## config.mk

```make
export PLATFORM = sky130hd
export DESIGN_NAME = sfpe_flash_device_flat
export DESIGN_NICKNAME = d
export VERILOG_FILES = /design/src/common/sfpe_pkg.sv /design/src/common/sfpe_link_if.sv /design/src/core/sfpe_link_sync.sv /design/src/core/sfpe_flash_device.sv /design/src/flat_wrapper.sv
export SDC_FILE = /design/constraint.sdc
export NUM_CORES = 2
export LEC_CHECK = 0
export ABC_AREA = 0
export ABC_CLOCK_PERIOD_IN_PS = 81500
export BUFFER_PORTS_ARGS = -buffer_cell sky130_fd_sc_hd__buf_2
export CORE_ASPECT_RATIO = 1.25
export CORE_MARGIN = 2
export CORE_UTILIZATION = 35
export DETAILED_ROUTE_END_ITERATION = 16
export SKIP_CTS_REPAIR_TIMING = 1
export SLEW_MARGIN = 20
export SYNTH_ARGS = -nofsm -noshare
export SYNTH_HDL_FRONTEND = slang
export SYNTH_SLANG_ARGS = --single-unit
```

## constraint.sdc

```tcl
create_clock -name clk -period 81.5 [get_ports clk]
set_clock_uncertainty 0.15 [all_clocks]
set_input_delay 0 -clock clk [delete_from_list [all_inputs] [get_ports clk]]
set_output_delay 0 -clock clk [all_outputs]
set_load 0.01 [all_outputs]
```

## src/common/sfpe_pkg.sv

```systemverilog
// What this block does
// - Status bit 7 reads 1 when idle
// - Parked clock: ready flag driven live
// - Busy during every internal array operation
// - Status bit 6 is never set, always reads 0
// - Status bits 5 to 2 fixed density code
// - Buffer write: 84H, 15 pad, 9-bit index
// - Buffer pointer increments per byte, wraps
// - Bytes stored until chip select rises
// - 83H: erase page, then program buffer
// - 88H: program page from buffer, no erase
// - Host programs unerased-free pages only
// - Host avoids repeated programs without erase
// - 81H: erase chosen page to ones
// - 50H: erase all eight block pages
// - Block number is upper six page bits
// - 82H: page, buffer index, then data
// - 82H end: erase page, program buffer
// - Everything shifted most significant bit first
// - Input on rising clock, output on falling
// - 57H or D7H streams status repeatedly
// - Deselected: input ignored, output released
package sfpe_pkg;
  // ----------------------------------------
  // Opcodes
  // ----------------------------------------
  localparam logic [7:0] OP_BUF_WRITE = 8'h84;
  localparam logic [7:0] OP_PROG_ERASE = 8'h83;
  localparam logic [7:0] OP_PROG_NOERASE = 8'h88;
  localparam logic [7:0] OP_PAGE_ERASE = 8'h81;
  localparam logic [7:0] OP_BLOCK_ERASE = 8'h50;
  localparam logic [7:0] OP_PROG_THRU_BUF = 8'h82;
  localparam logic [7:0] OP_STATUS_A = 8'h57;
  localparam logic [7:0] OP_STATUS_B = 8'hD7;
  // ----------------------------------------
  // Frame layout and geometry
  // ----------------------------------------
  localparam logic [5:0] OPC_BITS = 6'h08;
  localparam logic [5:0] HDR_BITS = 6'h20;
  localparam logic [5:0] BYTE_END = 6'h28;
  localparam int PAGE_W = 9;
  localparam int COL_W = 9;
  localparam int BUF_BYTES = 264;
  localparam logic [2:0] LAST_PG_OFF = 3'h7;
  // ----------------------------------------
  // Self-timed operation lengths
  // ----------------------------------------
  localparam int CLK_MHZ = 100;
  localparam int ERASE_PROGRAM_TIME_US = 20;
  localparam int PROGRAM_TIME_US = 12;
  localparam int PAGE_ERASE_TIME_US = 8;
  localparam int BLOCK_ERASE_TIME_US = 32;
  localparam int ERASE_PROGRAM_CYCLES = ERASE_PROGRAM_TIME_US * CLK_MHZ;
  localparam int PROGRAM_CYCLES = PROGRAM_TIME_US * CLK_MHZ;
  localparam int PAGE_ERASE_CYCLES = PAGE_ERASE_TIME_US * CLK_MHZ;
  localparam int BLOCK_ERASE_CYCLES = BLOCK_ERASE_TIME_US * CLK_MHZ;
  localparam int SCK_HALF_CYCLES = 4;
  // ----------------------------------------
  // Host controller registers
  // ----------------------------------------
  localparam logic [7:0] REG_OPCODE = 8'h00;
  localparam logic [7:0] REG_ADDRESS = 8'h04;
  localparam logic [7:0] REG_CONTROL = 8'h08;
  localparam logic [7:0] REG_TX_DATA = 8'h0C;
  localparam logic [7:0] REG_STATUS = 8'h10;
  localparam logic [2:0] ACT_HEADER = 3'h1;
  localparam logic [2:0] ACT_SEND = 3'h2;
  localparam logic [2:0] ACT_READ = 3'h3;
  localparam logic [2:0] ACT_CLOSE = 3'h4;
  localparam logic [2:0] ACT_WAIT_READY = 3'h5;
  localparam int HST_BUSY_BIT = 0;
  localparam int HST_OPEN_BIT = 1;
  localparam int HST_RX_LSB = 8;

  // Opcode that streams the status byte
  function automatic logic is_status_op(input logic [7:0] op);
    return (op == OP_STATUS_A) || (op == OP_STATUS_B);
  endfunction : is_status_op
endpackage : sfpe_pkg

```

## src/common/sfpe_link_if.sv

```systemverilog
`timescale 1ns/10ps
`default_nettype none
// ----------------------------------------
// Four-wire command link
// ----------------------------------------
interface sfpe_link_if;
  logic cs_n; // Chip select, active low
  logic sck; // Serial clock, idles low
  logic si; // Host to device data
  logic so; // Device output value
  logic so_oe; // Device drives its output
  logic so_line; // Resolved output wire
  // Released output reads as pulled high
  assign so_line = so_oe ? so : 1'b1;
  modport host (output cs_n, output sck, output si, input so_line);
  modport device (input cs_n, input sck, input si, output so, output so_oe);
endinterface : sfpe_link_if
`default_nettype wire

```

## src/core/sfpe_link_sync.sv

```systemverilog
`timescale 1ns/10ps
`default_nettype none
// ----------------------------------------
// Pin synchroniser and edge finder
// ----------------------------------------
module sfpe_link_sync (
  input wire logic clk,
  input wire logic reset,
  input wire logic cs_n_pin,
  input wire logic sck_pin,
  input wire logic si_pin,
  output logic cs_n,
  output logic si,
  output logic sck_rise,
  output logic sck_fall,
  output logic cs_rise
);
  // Bit order: 2 = select, 1 = clock, 0 = data
  typedef struct packed {
    logic [2:0] meta; // First stage, read by second only
    logic [2:0] sync; // Second stage
    logic sck_prev; // Clock one cycle back
    logic cs_prev; // Select one cycle back
  } sfpe_sync_t;

  sfpe_sync_t s_q;
  sfpe_sync_t s_d;

  // Next state of the two stages and history
  always_comb begin
    s_d = s_q;
    s_d.meta = {cs_n_pin, sck_pin, si_pin};
    s_d.sync = s_q.meta;
    s_d.sck_prev = s_q.sync[1];
    s_d.cs_prev = s_q.sync[2];
  end

  // State register; select resets deselected
  always_ff @(posedge clk or posedge reset) begin
    if (reset) begin
      s_q <= '0;
      s_q.meta[2] <= 1'b1;
      s_q.sync[2] <= 1'b1;
      s_q.cs_prev <= 1'b1;
    end else begin
      s_q <= s_d;
    end
  end

  assign cs_n = s_q.sync[2];
  assign si = s_q.sync[0];
  assign sck_rise = s_q.sync[1] & ~s_q.sck_prev;
  assign sck_fall = ~s_q.sync[1] & s_q.sck_prev;
  assign cs_rise = s_q.sync[2] & ~s_q.cs_prev;
endmodule : sfpe_link_sync
`default_nettype wire

```

## src/core/sfpe_flash_device.sv

```systemverilog
`timescale 1ns/10ps
`default_nettype none
// ----------------------------------------
// Flash command sequencer, device end
// ----------------------------------------
module sfpe_flash_device #(
  parameter int BUF_BYTES = sfpe_pkg::BUF_BYTES,
  parameter int EP_CYCLES = sfpe_pkg::ERASE_PROGRAM_CYCLES,
  parameter int P_CYCLES = sfpe_pkg::PROGRAM_CYCLES,
  parameter int PE_CYCLES = sfpe_pkg::PAGE_ERASE_CYCLES,
  parameter int BE_CYCLES = sfpe_pkg::BLOCK_ERASE_CYCLES,
  // Density code value is arbitrary
  parameter logic [3:0] DENSITY_CODE = 4'h5
) (
  input wire logic clk,
  input wire logic reset,
  sfpe_link_if.device link,
  output logic ready,
  output logic arr_wr,
  output logic arr_and,
  output logic [sfpe_pkg::PAGE_W-1:0] arr_page,
  output logic [sfpe_pkg::COL_W-1:0] arr_col,
  output logic [7:0] arr_data
);
  // ----------------------------------------
  // Elaboration checks
  // ----------------------------------------
  if (BUF_BYTES < 1 || BUF_BYTES > 512) begin : g_chk_buf
    $error("Buffer size must be 1 to 512 bytes");
  end
  if (EP_CYCLES <= 2 * BUF_BYTES || P_CYCLES <= BUF_BYTES ||
      PE_CYCLES <= BUF_BYTES || BE_CYCLES <= 8 * BUF_BYTES) begin : g_chk_time
    $error("Operation time shorter than its array walk");
  end
  if (EP_CYCLES > 65535 || P_CYCLES > 65535 ||
      PE_CYCLES > 65535 || BE_CYCLES > 65535) begin : g_chk_tmr
    $error("Operation time exceeds timer width");
  end

  // ----------------------------------------
  // Types and state
  // ----------------------------------------
  localparam logic [8:0] LAST_COL = 9'(BUF_BYTES - 1);

  // Internal operation phase
  typedef enum logic [1:0] {
    SFPE_IDLE = 2'b00,
    SFPE_ERASE = 2'b01,
    SFPE_PROG = 2'b11,
    SFPE_HOLD = 2'b10
  } sfpe_eng_t;

  typedef struct packed {
    logic [31:0] shift; // Incoming bits
    logic [5:0] bits; // Bits taken this frame
    logic [7:0] opcode; // Latched opcode
    logic store_on; // Data bytes go to buffer
    logic [8:0] wptr; // Buffer write pointer
    logic [8:0] cmd_page; // Page named by the frame
    logic status_on; // Status stream selected
    logic so_on; // Output driven
    logic [2:0] sbit; // Status bit being shown
    logic so; // Output value
    sfpe_eng_t eng; // Operation phase
    logic [7:0] job; // Opcode being executed
    logic [8:0] page; // Target page
    logic [2:0] pg_off; // Page within block
    logic [8:0] col; // Byte walk position
    logic [15:0] tmr; // Remaining busy time
    logic comp; // Compare flag, reset to 0, never written
    logic arr_wr; // Array write strobe
    logic arr_and; // Write clears bits only
    logic [8:0] arr_page; // Array page
    logic [8:0] arr_col; // Array byte
    logic [7:0] arr_data; // Array data
    logic [BUF_BYTES-1:0][7:0] buffer; // Page buffer
  } sfpe_dev_t;

  sfpe_dev_t s_q;
  sfpe_dev_t s_d;

  logic cs_n; // Synchronised select
  logic si; // Synchronised data
  logic sck_rise; // Clock rose
  logic sck_fall; // Clock fell
  logic cs_rise; // Select rose
  logic busy; // Operation in progress
  logic launch; // Start an operation now
  logic [7:0] status; // Live status byte
  logic [31:0] nshift; // Shift with new bit
  logic [5:0] nbits; // Bit count with new bit

  // ----------------------------------------
  // Helpers
  // ----------------------------------------
  // Opcodes that start a self-timed operation
  function automatic logic is_array_op(input logic [7:0] op);
    return (op == sfpe_pkg::OP_PROG_ERASE) || (op == sfpe_pkg::OP_PROG_NOERASE) ||
           (op == sfpe_pkg::OP_PAGE_ERASE) || (op == sfpe_pkg::OP_BLOCK_ERASE) ||
           (op == sfpe_pkg::OP_PROG_THRU_BUF);
  endfunction : is_array_op

  // Opcodes followed by buffer data
  function automatic logic loads_buffer(input logic [7:0] op);
    return (op == sfpe_pkg::OP_BUF_WRITE) || (op == sfpe_pkg::OP_PROG_THRU_BUF);
  endfunction : loads_buffer

  // Page from the address field
  function automatic logic [8:0] page_of(input logic [7:0] op, input logic [23:0] a);
    if (op == sfpe_pkg::OP_BLOCK_ERASE) begin
      return {a[17:12], 3'h0};
    end
    return a[17:9];
  endfunction : page_of

  // Busy length by opcode, less one
  function automatic logic [15:0] op_cycles(input logic [7:0] op);
    case (op)
      sfpe_pkg::OP_PROG_NOERASE: return 16'(P_CYCLES - 1);
      sfpe_pkg::OP_PAGE_ERASE: return 16'(PE_CYCLES - 1);
      sfpe_pkg::OP_BLOCK_ERASE: return 16'(BE_CYCLES - 1);
      default: return 16'(EP_CYCLES - 1);
    endcase
  endfunction : op_cycles

  // ----------------------------------------
  // Link front end
  // ----------------------------------------
  sfpe_link_sync i_sfpe_link_sync (
    .clk(clk),
    .reset(reset),
    .cs_n_pin(link.cs_n),
    .sck_pin(link.sck),
    .si_pin(link.si),
    .cs_n(cs_n),
    .si(si),
    .sck_rise(sck_rise),
    .sck_fall(sck_fall),
    .cs_rise(cs_rise)
  );

  assign busy = (s_q.eng != SFPE_IDLE);
  assign status = {~busy, s_q.comp, DENSITY_CODE, 2'b00};
  assign nshift = {s_q.shift[30:0], si};
  assign nbits = s_q.bits + 6'h01;
  assign launch = cs_rise & ~busy & (s_q.bits >= sfpe_pkg::HDR_BITS) &
                  is_array_op(s_q.opcode);

  // ----------------------------------------
  // Next state
  // ----------------------------------------
  always_comb begin
    s_d = s_q;
    s_d.arr_wr = 1'b0;
    // Command shifting
    if (cs_n) begin
      // Deselected: drop frame, release output
      s_d.bits = '0;
      s_d.status_on = 1'b0;
      s_d.so_on = 1'b0;
      s_d.store_on = 1'b0;
    end else if (sck_rise) begin
      s_d.shift = nshift;
      s_d.bits = nbits;
      if (nbits == sfpe_pkg::OPC_BITS) begin
        // Opcode complete
        s_d.opcode = nshift[7:0];
        s_d.status_on = sfpe_pkg::is_status_op(nshift[7:0]);
        s_d.sbit = 3'h0;
      end
      if (nbits == sfpe_pkg::HDR_BITS) begin
        // Address field complete
        s_d.cmd_page = page_of(s_q.opcode, nshift[23:0]);
        s_d.wptr = nshift[8:0];
        s_d.store_on = loads_buffer(s_q.opcode) & ~busy;
      end
      if (nbits == sfpe_pkg::BYTE_END) begin
        // Data byte complete
        s_d.bits = sfpe_pkg::HDR_BITS;
        if (s_q.store_on) begin
          s_d.buffer[s_q.wptr] = nshift[7:0];
          s_d.wptr = (s_q.wptr == LAST_COL) ? 9'h000 : s_q.wptr + 9'h001;
        end
      end
    end else if (sck_fall && s_q.status_on) begin
      // Next status bit, wrapping 0 to 7
      s_d.so_on = 1'b1;
      s_d.sbit = s_q.sbit - 3'h1;
    end
    // Output follows live status even with clock parked
    s_d.so = status[s_d.sbit];
    // Operation engine
    case (s_q.eng)
      SFPE_IDLE: begin
        if (launch) begin
          // Busy from the launching select edge
          s_d.job = s_q.opcode;
          s_d.page = s_q.cmd_page;
          s_d.pg_off = 3'h0;
          s_d.col = 9'h000;
          s_d.tmr = op_cycles(s_q.opcode);
          s_d.eng = (s_q.opcode == sfpe_pkg::OP_PROG_NOERASE) ? SFPE_PROG : SFPE_ERASE;
        end
      end
      SFPE_ERASE: begin
        // Write ones across the page
        s_d.tmr = s_q.tmr - 16'h0001;
        s_d.arr_wr = 1'b1;
        s_d.arr_and = 1'b0;
        s_d.arr_page = s_q.page | {6'h00, s_q.pg_off};
        s_d.arr_col = s_q.col;
        s_d.arr_data = 8'hFF;
        s_d.col = s_q.col + 9'h001;
        if (s_q.col == LAST_COL) begin
          s_d.col = 9'h000;
          if (s_q.job == sfpe_pkg::OP_BLOCK_ERASE && s_q.pg_off != sfpe_pkg::LAST_PG_OFF) begin
            s_d.pg_off = s_q.pg_off + 3'h1;
          end else if (s_q.job == sfpe_pkg::OP_PROG_ERASE ||
                       s_q.job == sfpe_pkg::OP_PROG_THRU_BUF) begin
            s_d.eng = SFPE_PROG;
          end else begin
            s_d.eng = SFPE_HOLD;
          end
        end
      end
      SFPE_PROG: begin
        // Copy buffer into the page
        s_d.tmr = s_q.tmr - 16'h0001;
        s_d.arr_wr = 1'b1;
        s_d.arr_and = (s_q.job == sfpe_pkg::OP_PROG_NOERASE);
        s_d.arr_page = s_q.page;
        s_d.arr_col = s_q.col;
        s_d.arr_data = s_q.buffer[s_q.col];
        s_d.col = s_q.col + 9'h001;
        if (s_q.col == LAST_COL) begin
          s_d.eng = SFPE_HOLD;
        end
      end
      SFPE_HOLD: begin
        // Remain busy for the rest of the time
        if (s_q.tmr == 16'h0000) begin
          s_d.eng = SFPE_IDLE;
        end else begin
          s_d.tmr = s_q.tmr - 16'h0001;
        end
      end
      default: begin
        s_d.eng = SFPE_IDLE;
      end
    endcase
  end

  // ----------------------------------------
  // State register
  // ----------------------------------------
  always_ff @(posedge clk or posedge reset) begin
    if (reset) begin
      s_q <= '0;
    end else begin
      s_q <= s_d;
    end
  end

  // ----------------------------------------
  // Outputs
  // ----------------------------------------
  assign link.so = s_q.so;
  assign link.so_oe = s_q.so_on;
  assign ready = ~busy;
  assign arr_wr = s_q.arr_wr;
  assign arr_and = s_q.arr_and;
  assign arr_page = s_q.arr_page;
  assign arr_col = s_q.arr_col;
  assign arr_data = s_q.arr_data;
endmodule : sfpe_flash_device
`default_nettype wire

```

## src/flat_wrapper.sv

```systemverilog
// flat-port wrapper written by rule: the top's interface ports become plain ports
module sfpe_flash_device_flat 
#(
  parameter int BUF_BYTES = sfpe_pkg::BUF_BYTES,
  parameter int EP_CYCLES = sfpe_pkg::ERASE_PROGRAM_CYCLES,
  parameter int P_CYCLES = sfpe_pkg::PROGRAM_CYCLES,
  parameter int PE_CYCLES = sfpe_pkg::PAGE_ERASE_CYCLES,
  parameter int BE_CYCLES = sfpe_pkg::BLOCK_ERASE_CYCLES,
                                    
  parameter logic [3:0] DENSITY_CODE = 4'h5
)
  (clk, reset, ready, arr_wr, arr_and, arr_page, arr_col, arr_data, link_cs_n, link_sck, link_si, link_so, link_so_oe);
  sfpe_link_if link_i ();
  input wire logic clk;
  input wire logic reset;
  output logic ready;
  output logic arr_wr;
  output logic arr_and;
  output logic [sfpe_pkg::PAGE_W-1:0] arr_page;
  output logic [sfpe_pkg::COL_W-1:0] arr_col;
  output logic [7:0] arr_data;
  input wire logic [$bits(link_i.cs_n)-1:0] link_cs_n;
  input wire logic [$bits(link_i.sck)-1:0] link_sck;
  input wire logic [$bits(link_i.si)-1:0] link_si;
  output wire logic [$bits(link_i.so)-1:0] link_so;
  output wire logic [$bits(link_i.so_oe)-1:0] link_so_oe;
  assign link_i.cs_n = link_cs_n;
  assign link_i.sck = link_sck;
  assign link_i.si = link_si;
  assign link_so = link_i.so;
  assign link_so_oe = link_i.so_oe;
  sfpe_flash_device #(.BUF_BYTES(BUF_BYTES), .EP_CYCLES(EP_CYCLES), .P_CYCLES(P_CYCLES), .PE_CYCLES(PE_CYCLES), .BE_CYCLES(BE_CYCLES), .DENSITY_CODE(DENSITY_CODE)) u_core (.clk(clk), .reset(reset), .link(link_i), .ready(ready), .arr_wr(arr_wr), .arr_and(arr_and), .arr_page(arr_page), .arr_col(arr_col), .arr_data(arr_data));
endmodule
```

Word-level counts from Yosys, hierarchy flattened
Index checks and enable logic that the tools add are counted.

storage, ports and cells
  output and inout port bits = 31
  bits of input ports = 5
  bits in registers = 2251
  logic and storage cells = 420

cells by class
  bitwise operators = 13
  muxes and demuxes = 45
  reduce and logical (&&, ||, !) cells = 33
  add/sub/neg operators = 6
  equal/unequal tests = 29
  magnitude comparators = 5

operators with widths
  operator                 number
  $bwmux W2112             1
  $bmux W8 S9              1
  $demux W8 S9             1
  $eq A8 B8 Y1 const B     9
  $pmux W28 S2             1
  $pmux W16 S3             1
  $mux W47                 1
  $mux W9                  5
  $pmux W12 S3             1
  $mux W34                 1
  $pmux W9 S3              1
  $eq A8 B7 Y1 const B     3
  $mux W8                  3
  $lt A9 B10 Y1 const B    2
  $mux W19                 1
  $add A9 B1 Y9 const B    2
  $eq A9 B9 Y1 const B     2
  $logic_not A16 Y1        1
  $mux W16                 1
  $sub A16 B1 Y16 const B  1
  $reduce_and A2 Y1        7
  $reduce_bool A2 Y1       7
  $eq A6 B6 Y1 const B     2
  $mux W12                 1
  31 further kinds         75

Logic depth before layout (Yosys ltp)
  word-level depth = 11
  depth in mapped cells = 14
  gate-level depth less buffers = 9

Modules after synthesis
From an unflattened synthesis, not the netlist that was laid out.

second synthesis, totals
  cell total of the unflattened synthesis = 6929
  area total of the unflattened synthesis = 104059.8 sq um

by module, submodules not included
  module             cells an instance  area each (sq um)  sequential area each (sq um)  instances
  sfpe_flash_device  6917               103830.8           56128.8                       1
  sfpe_link_sync     12                 229.0              203.9                         1

Worst setup path before layout
OpenSTA, ideal clock, no wires.

  kind = register to register
  start = register u_core.s_q[2221] in the netlist's numbering
  end = register u_core.s_q[1272] in the netlist's numbering
  path slack = 78.529 ns
  buffers on the path = 2
  data required time = 81.225 ns
  clock period less this slack = 2.971 ns
  cell stages (with the launch flop) = 11
  setup time = 0.125 ns
  arrival = 2.696 ns
  cells stage by stage = dfrtp_1 -> ha_1 -> or2_4 -> a21oi_4 -> o2111ai_4 -> nor3_4 -> buf_12 -> nand3_4 -> buf_6 -> nor2_8 -> mux2_2

on the way
  cells in the longest elaborated chain, start to end = 3

RTL lines
  item                                RTL line                  RTL
  from (decl)                         sfpe_flash_device.sv:79   sfpe_dev_t s_q;
  from (signal assigned)              sfpe_flash_device.sv:258  s_q <= '0;
  from (signal assigned)              sfpe_flash_device.sv:260  s_q <= s_d;
  $add A6 B1 Y6                       sfpe_flash_device.sv:145  assign nbits = s_q.bits + 6'h01;
  $eq A6 B6 Y1                        sfpe_flash_device.sv:177  if (nbits == sfpe_pkg::BYTE_END) begin
  $reduce_and A4 Y1 (no source line)  --

Every way passes these cells.
A chain may end at the register's enable or synchronous reset.

Final worst setup path
  start = register u_core.s_q[2157] in the netlist's numbering
  end = register u_core.s_q (netlist bit u_core.arr_data[2])

on the way
  cells in the longest elaborated chain, start to end = 3

RTL lines
  item                           RTL line                  RTL
  $bmux W8 S9                    sfpe_flash_device.sv:233  s_d.arr_data = s_q.buffer[s_q.col];
  $mux W8 (not written as such)  sfpe_flash_device.sv:233
  $pmux W28 S2                   sfpe_flash_device.sv:193  case (s_q.eng)

Every way passes these cells. The select of a mux whose other input is x is not followed.

==> results.yml <==
power_and_ir_drop:
  power.ir.vdd_worst_uv: 19.8
  power.density_nw_per_um2: 19.5
  p_leak_nw: 56.9
  design_power_total_mw: 2.30
timing:
  fin_setup_tns_ns: 0
  timing.final.setup_violations: 0
  rsz_0062_raised_after_global_routing: "no"
  max_slew_margin: 0.180
  final_min_period_over_clock_period: 0.0807
  min_period_ns: 6.58
  timing_hold_violations_final: 0
  final.setup.worst_slack_ns: 74.92
  fin_worst_hold_slack_ns: 0.156
  max_slew.worst_pin.slew_ns: 1.22
  fmax_ghz: 0.152
  timing_max_transition_violations_final: 0
clocking:
  h_tree_depth: 4
  cts_made_buffers: 222
  cts_root_buffer: "clkbuf_16"
  insertion_delay_of_the_later_clocked_pin_in_the_worst_skew_pair_ns: 0.92
  cts.sink_count: 2251
  cts_tree: "built"
  cts.reportedPaths.clkPinSlew_ns: 0.06
  cts_max_path_buffers: 4
setup_path:
  critical-path-top-cell-by-count: "buf_4"
  critPathKind: "register to register"
  timing.rr.start: "u_core.s_q[2157]"
  critical_path_required_ns: 82.21
  critical-path-slowest-cell: "nor3_1"
  crit_chain: "buf_4 > buf_4 > buf_4 > buf_4 > mux4_2 > nand2_1 > and3_1 > a211oi_1 > buf_4 > a211oi_1 > nor3_1 > a211o_1"
  critPathArrivalTime_ns: 7.28
  critical_path_capture_point_type: "register"
  cp_max_fo: 43
  worst_setup_path_start_kind: "register"
  critPathMaxStageDelay_ns: 0.87
  cp-startpoint: "u_core.s_q[2157]"
yosys:
  synth_warnings: 0
  postSynthNetCount: 6937
  netlist_instances: 6919
  leading_area_contributor_after_synthesis: "dfrtp_1"
  synth_enable_flop_cells: 0
  synthesis.area_per_instance_um2: 15.4
  synth_top_area_frac: 0.527
  netlist-cell-type-count: 90
  synth.cell_area_um2: 107000
  synth_top_flop_cell: "dfrtp_1"
  seq_cells_post_synth: 2251
  synthTopCellsByArea: "dfrtp_1, mux2_2, mux4_2"
  synth_sequential_area_ratio: 0.528
  synthArstFlopShare: 1.00
global_routing:
  antenna_found_initial: 8
  grt_remaining_overflow: 0
  vias_in_the_first_global_route: 64947
  grt.total_usage: 0.197
  largest_net_degree_at_the_start_of_global_routing: 212
  wire_length_of_the_first_global_routing_pass_um: 459000
cells_and_area:
  utilization: 0.390
  highest_count_cells_in_the_layout_ignoring_fill_and_taps: "dfrtp_1, mux2_2, mux4_2"
  fin_cells: 10953
  layout.filler_cells: 27889
  final_common_cell: "dfrtp_1"
  finalInstanceArea_um2: 118000
  synth_to_final_area_change_pct: 10.8
  layout-drive-gt1-share: 0.495
  final_net_count: 6805
detailed_routing:
  ant_nets: 0
  route.final.wire_length_um: 308000
  vias_per_cell: 5.57
  drcViolationCount: 0
  first_pass_iters: 6
  route.vias.total: 61001
  wire_per_inst_um: 28.1
  dr.first_iter.drc_count: 4732
floorplanning:
  core_um2: 303000
  floorplan.io_pins: 36
  chipWidth_um: 498
  placement_rows: 226
  die-area_um2: 309000
  die_height_um: 621
  starting_density_of_the_core: 0.352
placement:
  pre_cts_setup_slack_ns: 74.89
  gp_congestion: 0.843
  place.port_buffers: 35
  placed_cells_incl_taps: 10541
  detailed_place.area_um2: 110000
  place.detailed.hpwl_um: 194000
hold_path:
  timing.hold.worst.start: "link_si"
  worst_hold_class: "primary input to register"
run:
  drv.max_cap_violation_count: 0
run_status:
  outcome: "finished clean"
[synthesized netlist by cell type, types with 58 or more instances]
| cell | n |
|---|---|
| a21oi_1 | 89 |
| a22oi_1 | 72 |
| buf_2 | 58 |
| buf_4 | 66 |
| clkbuf_1 | 343 |
| dfrtp_1 | 2248 |
| mux2_2 | 1886 |
| mux2_4 | 240 |
| mux2i_1 | 233 |
| mux4_2 | 460 |
| nand2_1 | 203 |
| nor2_1 | 83 |
| nor2_2 | 84 |
| nor2_8 | 130 |
| o21ai_0 | 83 |
[path summary, 6_finish.rpt]
| path | to | slack, ns | cells past startpoint |
|---|---|---|---|
| hold / removal | u_core.i_sfpe_link_sync.s_d[2] | 0.16 | 3 |
| setup reg to reg | u_core.arr_data[2] | 74.92 | 12 |
| hold reg to reg | u_core.i_sfpe_link_sync.cs_n | 0.20 | 0 |
| max in group asynchronous | u_core.s_q[965] | 76.84 | 9 |
| setup / recovery | u_core.arr_data[2] | 74.92 | 12 |
| min in group asynchronous | u_core.s_q[1263] | 0.24 | 4 |
[routing by layer]
metal | wire [um] | track usage | up-vias
li1 | - | - | 25434
met1 | 129000 | 0.255 | 33552
met2 | 151000 | 0.330 | 1467
met3 | 13200 | 0.0262 | 546
met4 | 15000 | 0.0870 | 2
met5 | 11 | 0 | -
[state kept, by name, indices dropped and copies added (netlist names), 2 cells and up]
| name | flops |
|---|---|
| u_core.arr_data | 8 |
| u_core.i_sfpe_link_sync.s_d | 4 |
| u_core.s_q | 2196 |
| u_core.i_sfpe_link_sync.s_q | 2 |
| u_core.arr_col | 9 |
| u_core.arr_page | 9 |
| u_core.nshift | 17 |
[worst max-delay path, delay by kind of cell (launching register included)]
kind	cells	cell delay (ns)
buffers and inverters	5	3.21
AND/OR/NAND/NOR	3	1.16
flip-flops	1	0.83
AO/OA/AOI/OAI	3	0.69
multiplexers	1	0.36
[cells by family after synthesis]
logic type                 after synthesis  synth area share
AOI/OAI and AO/OA                      475            0.0309
DFF                                   2251             0.528
and+or+nand+nor                        740            0.0545
xor gates and xnor gates                15           0.00130
adders and majority gates               13           0.00153
buffers and inverters                  566            0.0274
muxes                                 2859             0.356
[area by class of cell]
| type | count | area (um^2) | share of cell area |
|---|---|---|---|
| inverters | 28 | 118 | 0.000995 |
| clock buffers | 332 | 6690 | 0.0567 |
| flip-flops and latches | 2251 | 56400 | 0.477 |
| repair buffers | 182 | 1510 | 0.0128 |
| diodes | 2 | 5.00 | 0.0000424 |
| well taps | 3990 | 4990 | 0.0423 |
| multi-input cells | 4102 | 47600 | 0.403 |
| clock inverters | 66 | 862 | 0.00730 |
[power breakdown]
part           internal (mW)  leakage [nW]  switching (mW)
logic                0.00954          21.8          0.0809
clock network          0.625          3.73           0.453
registers               1.12          31.4          0.0166
total                   1.75          56.9           0.551
No activity file was read; power rests on OpenSTA's default activity.
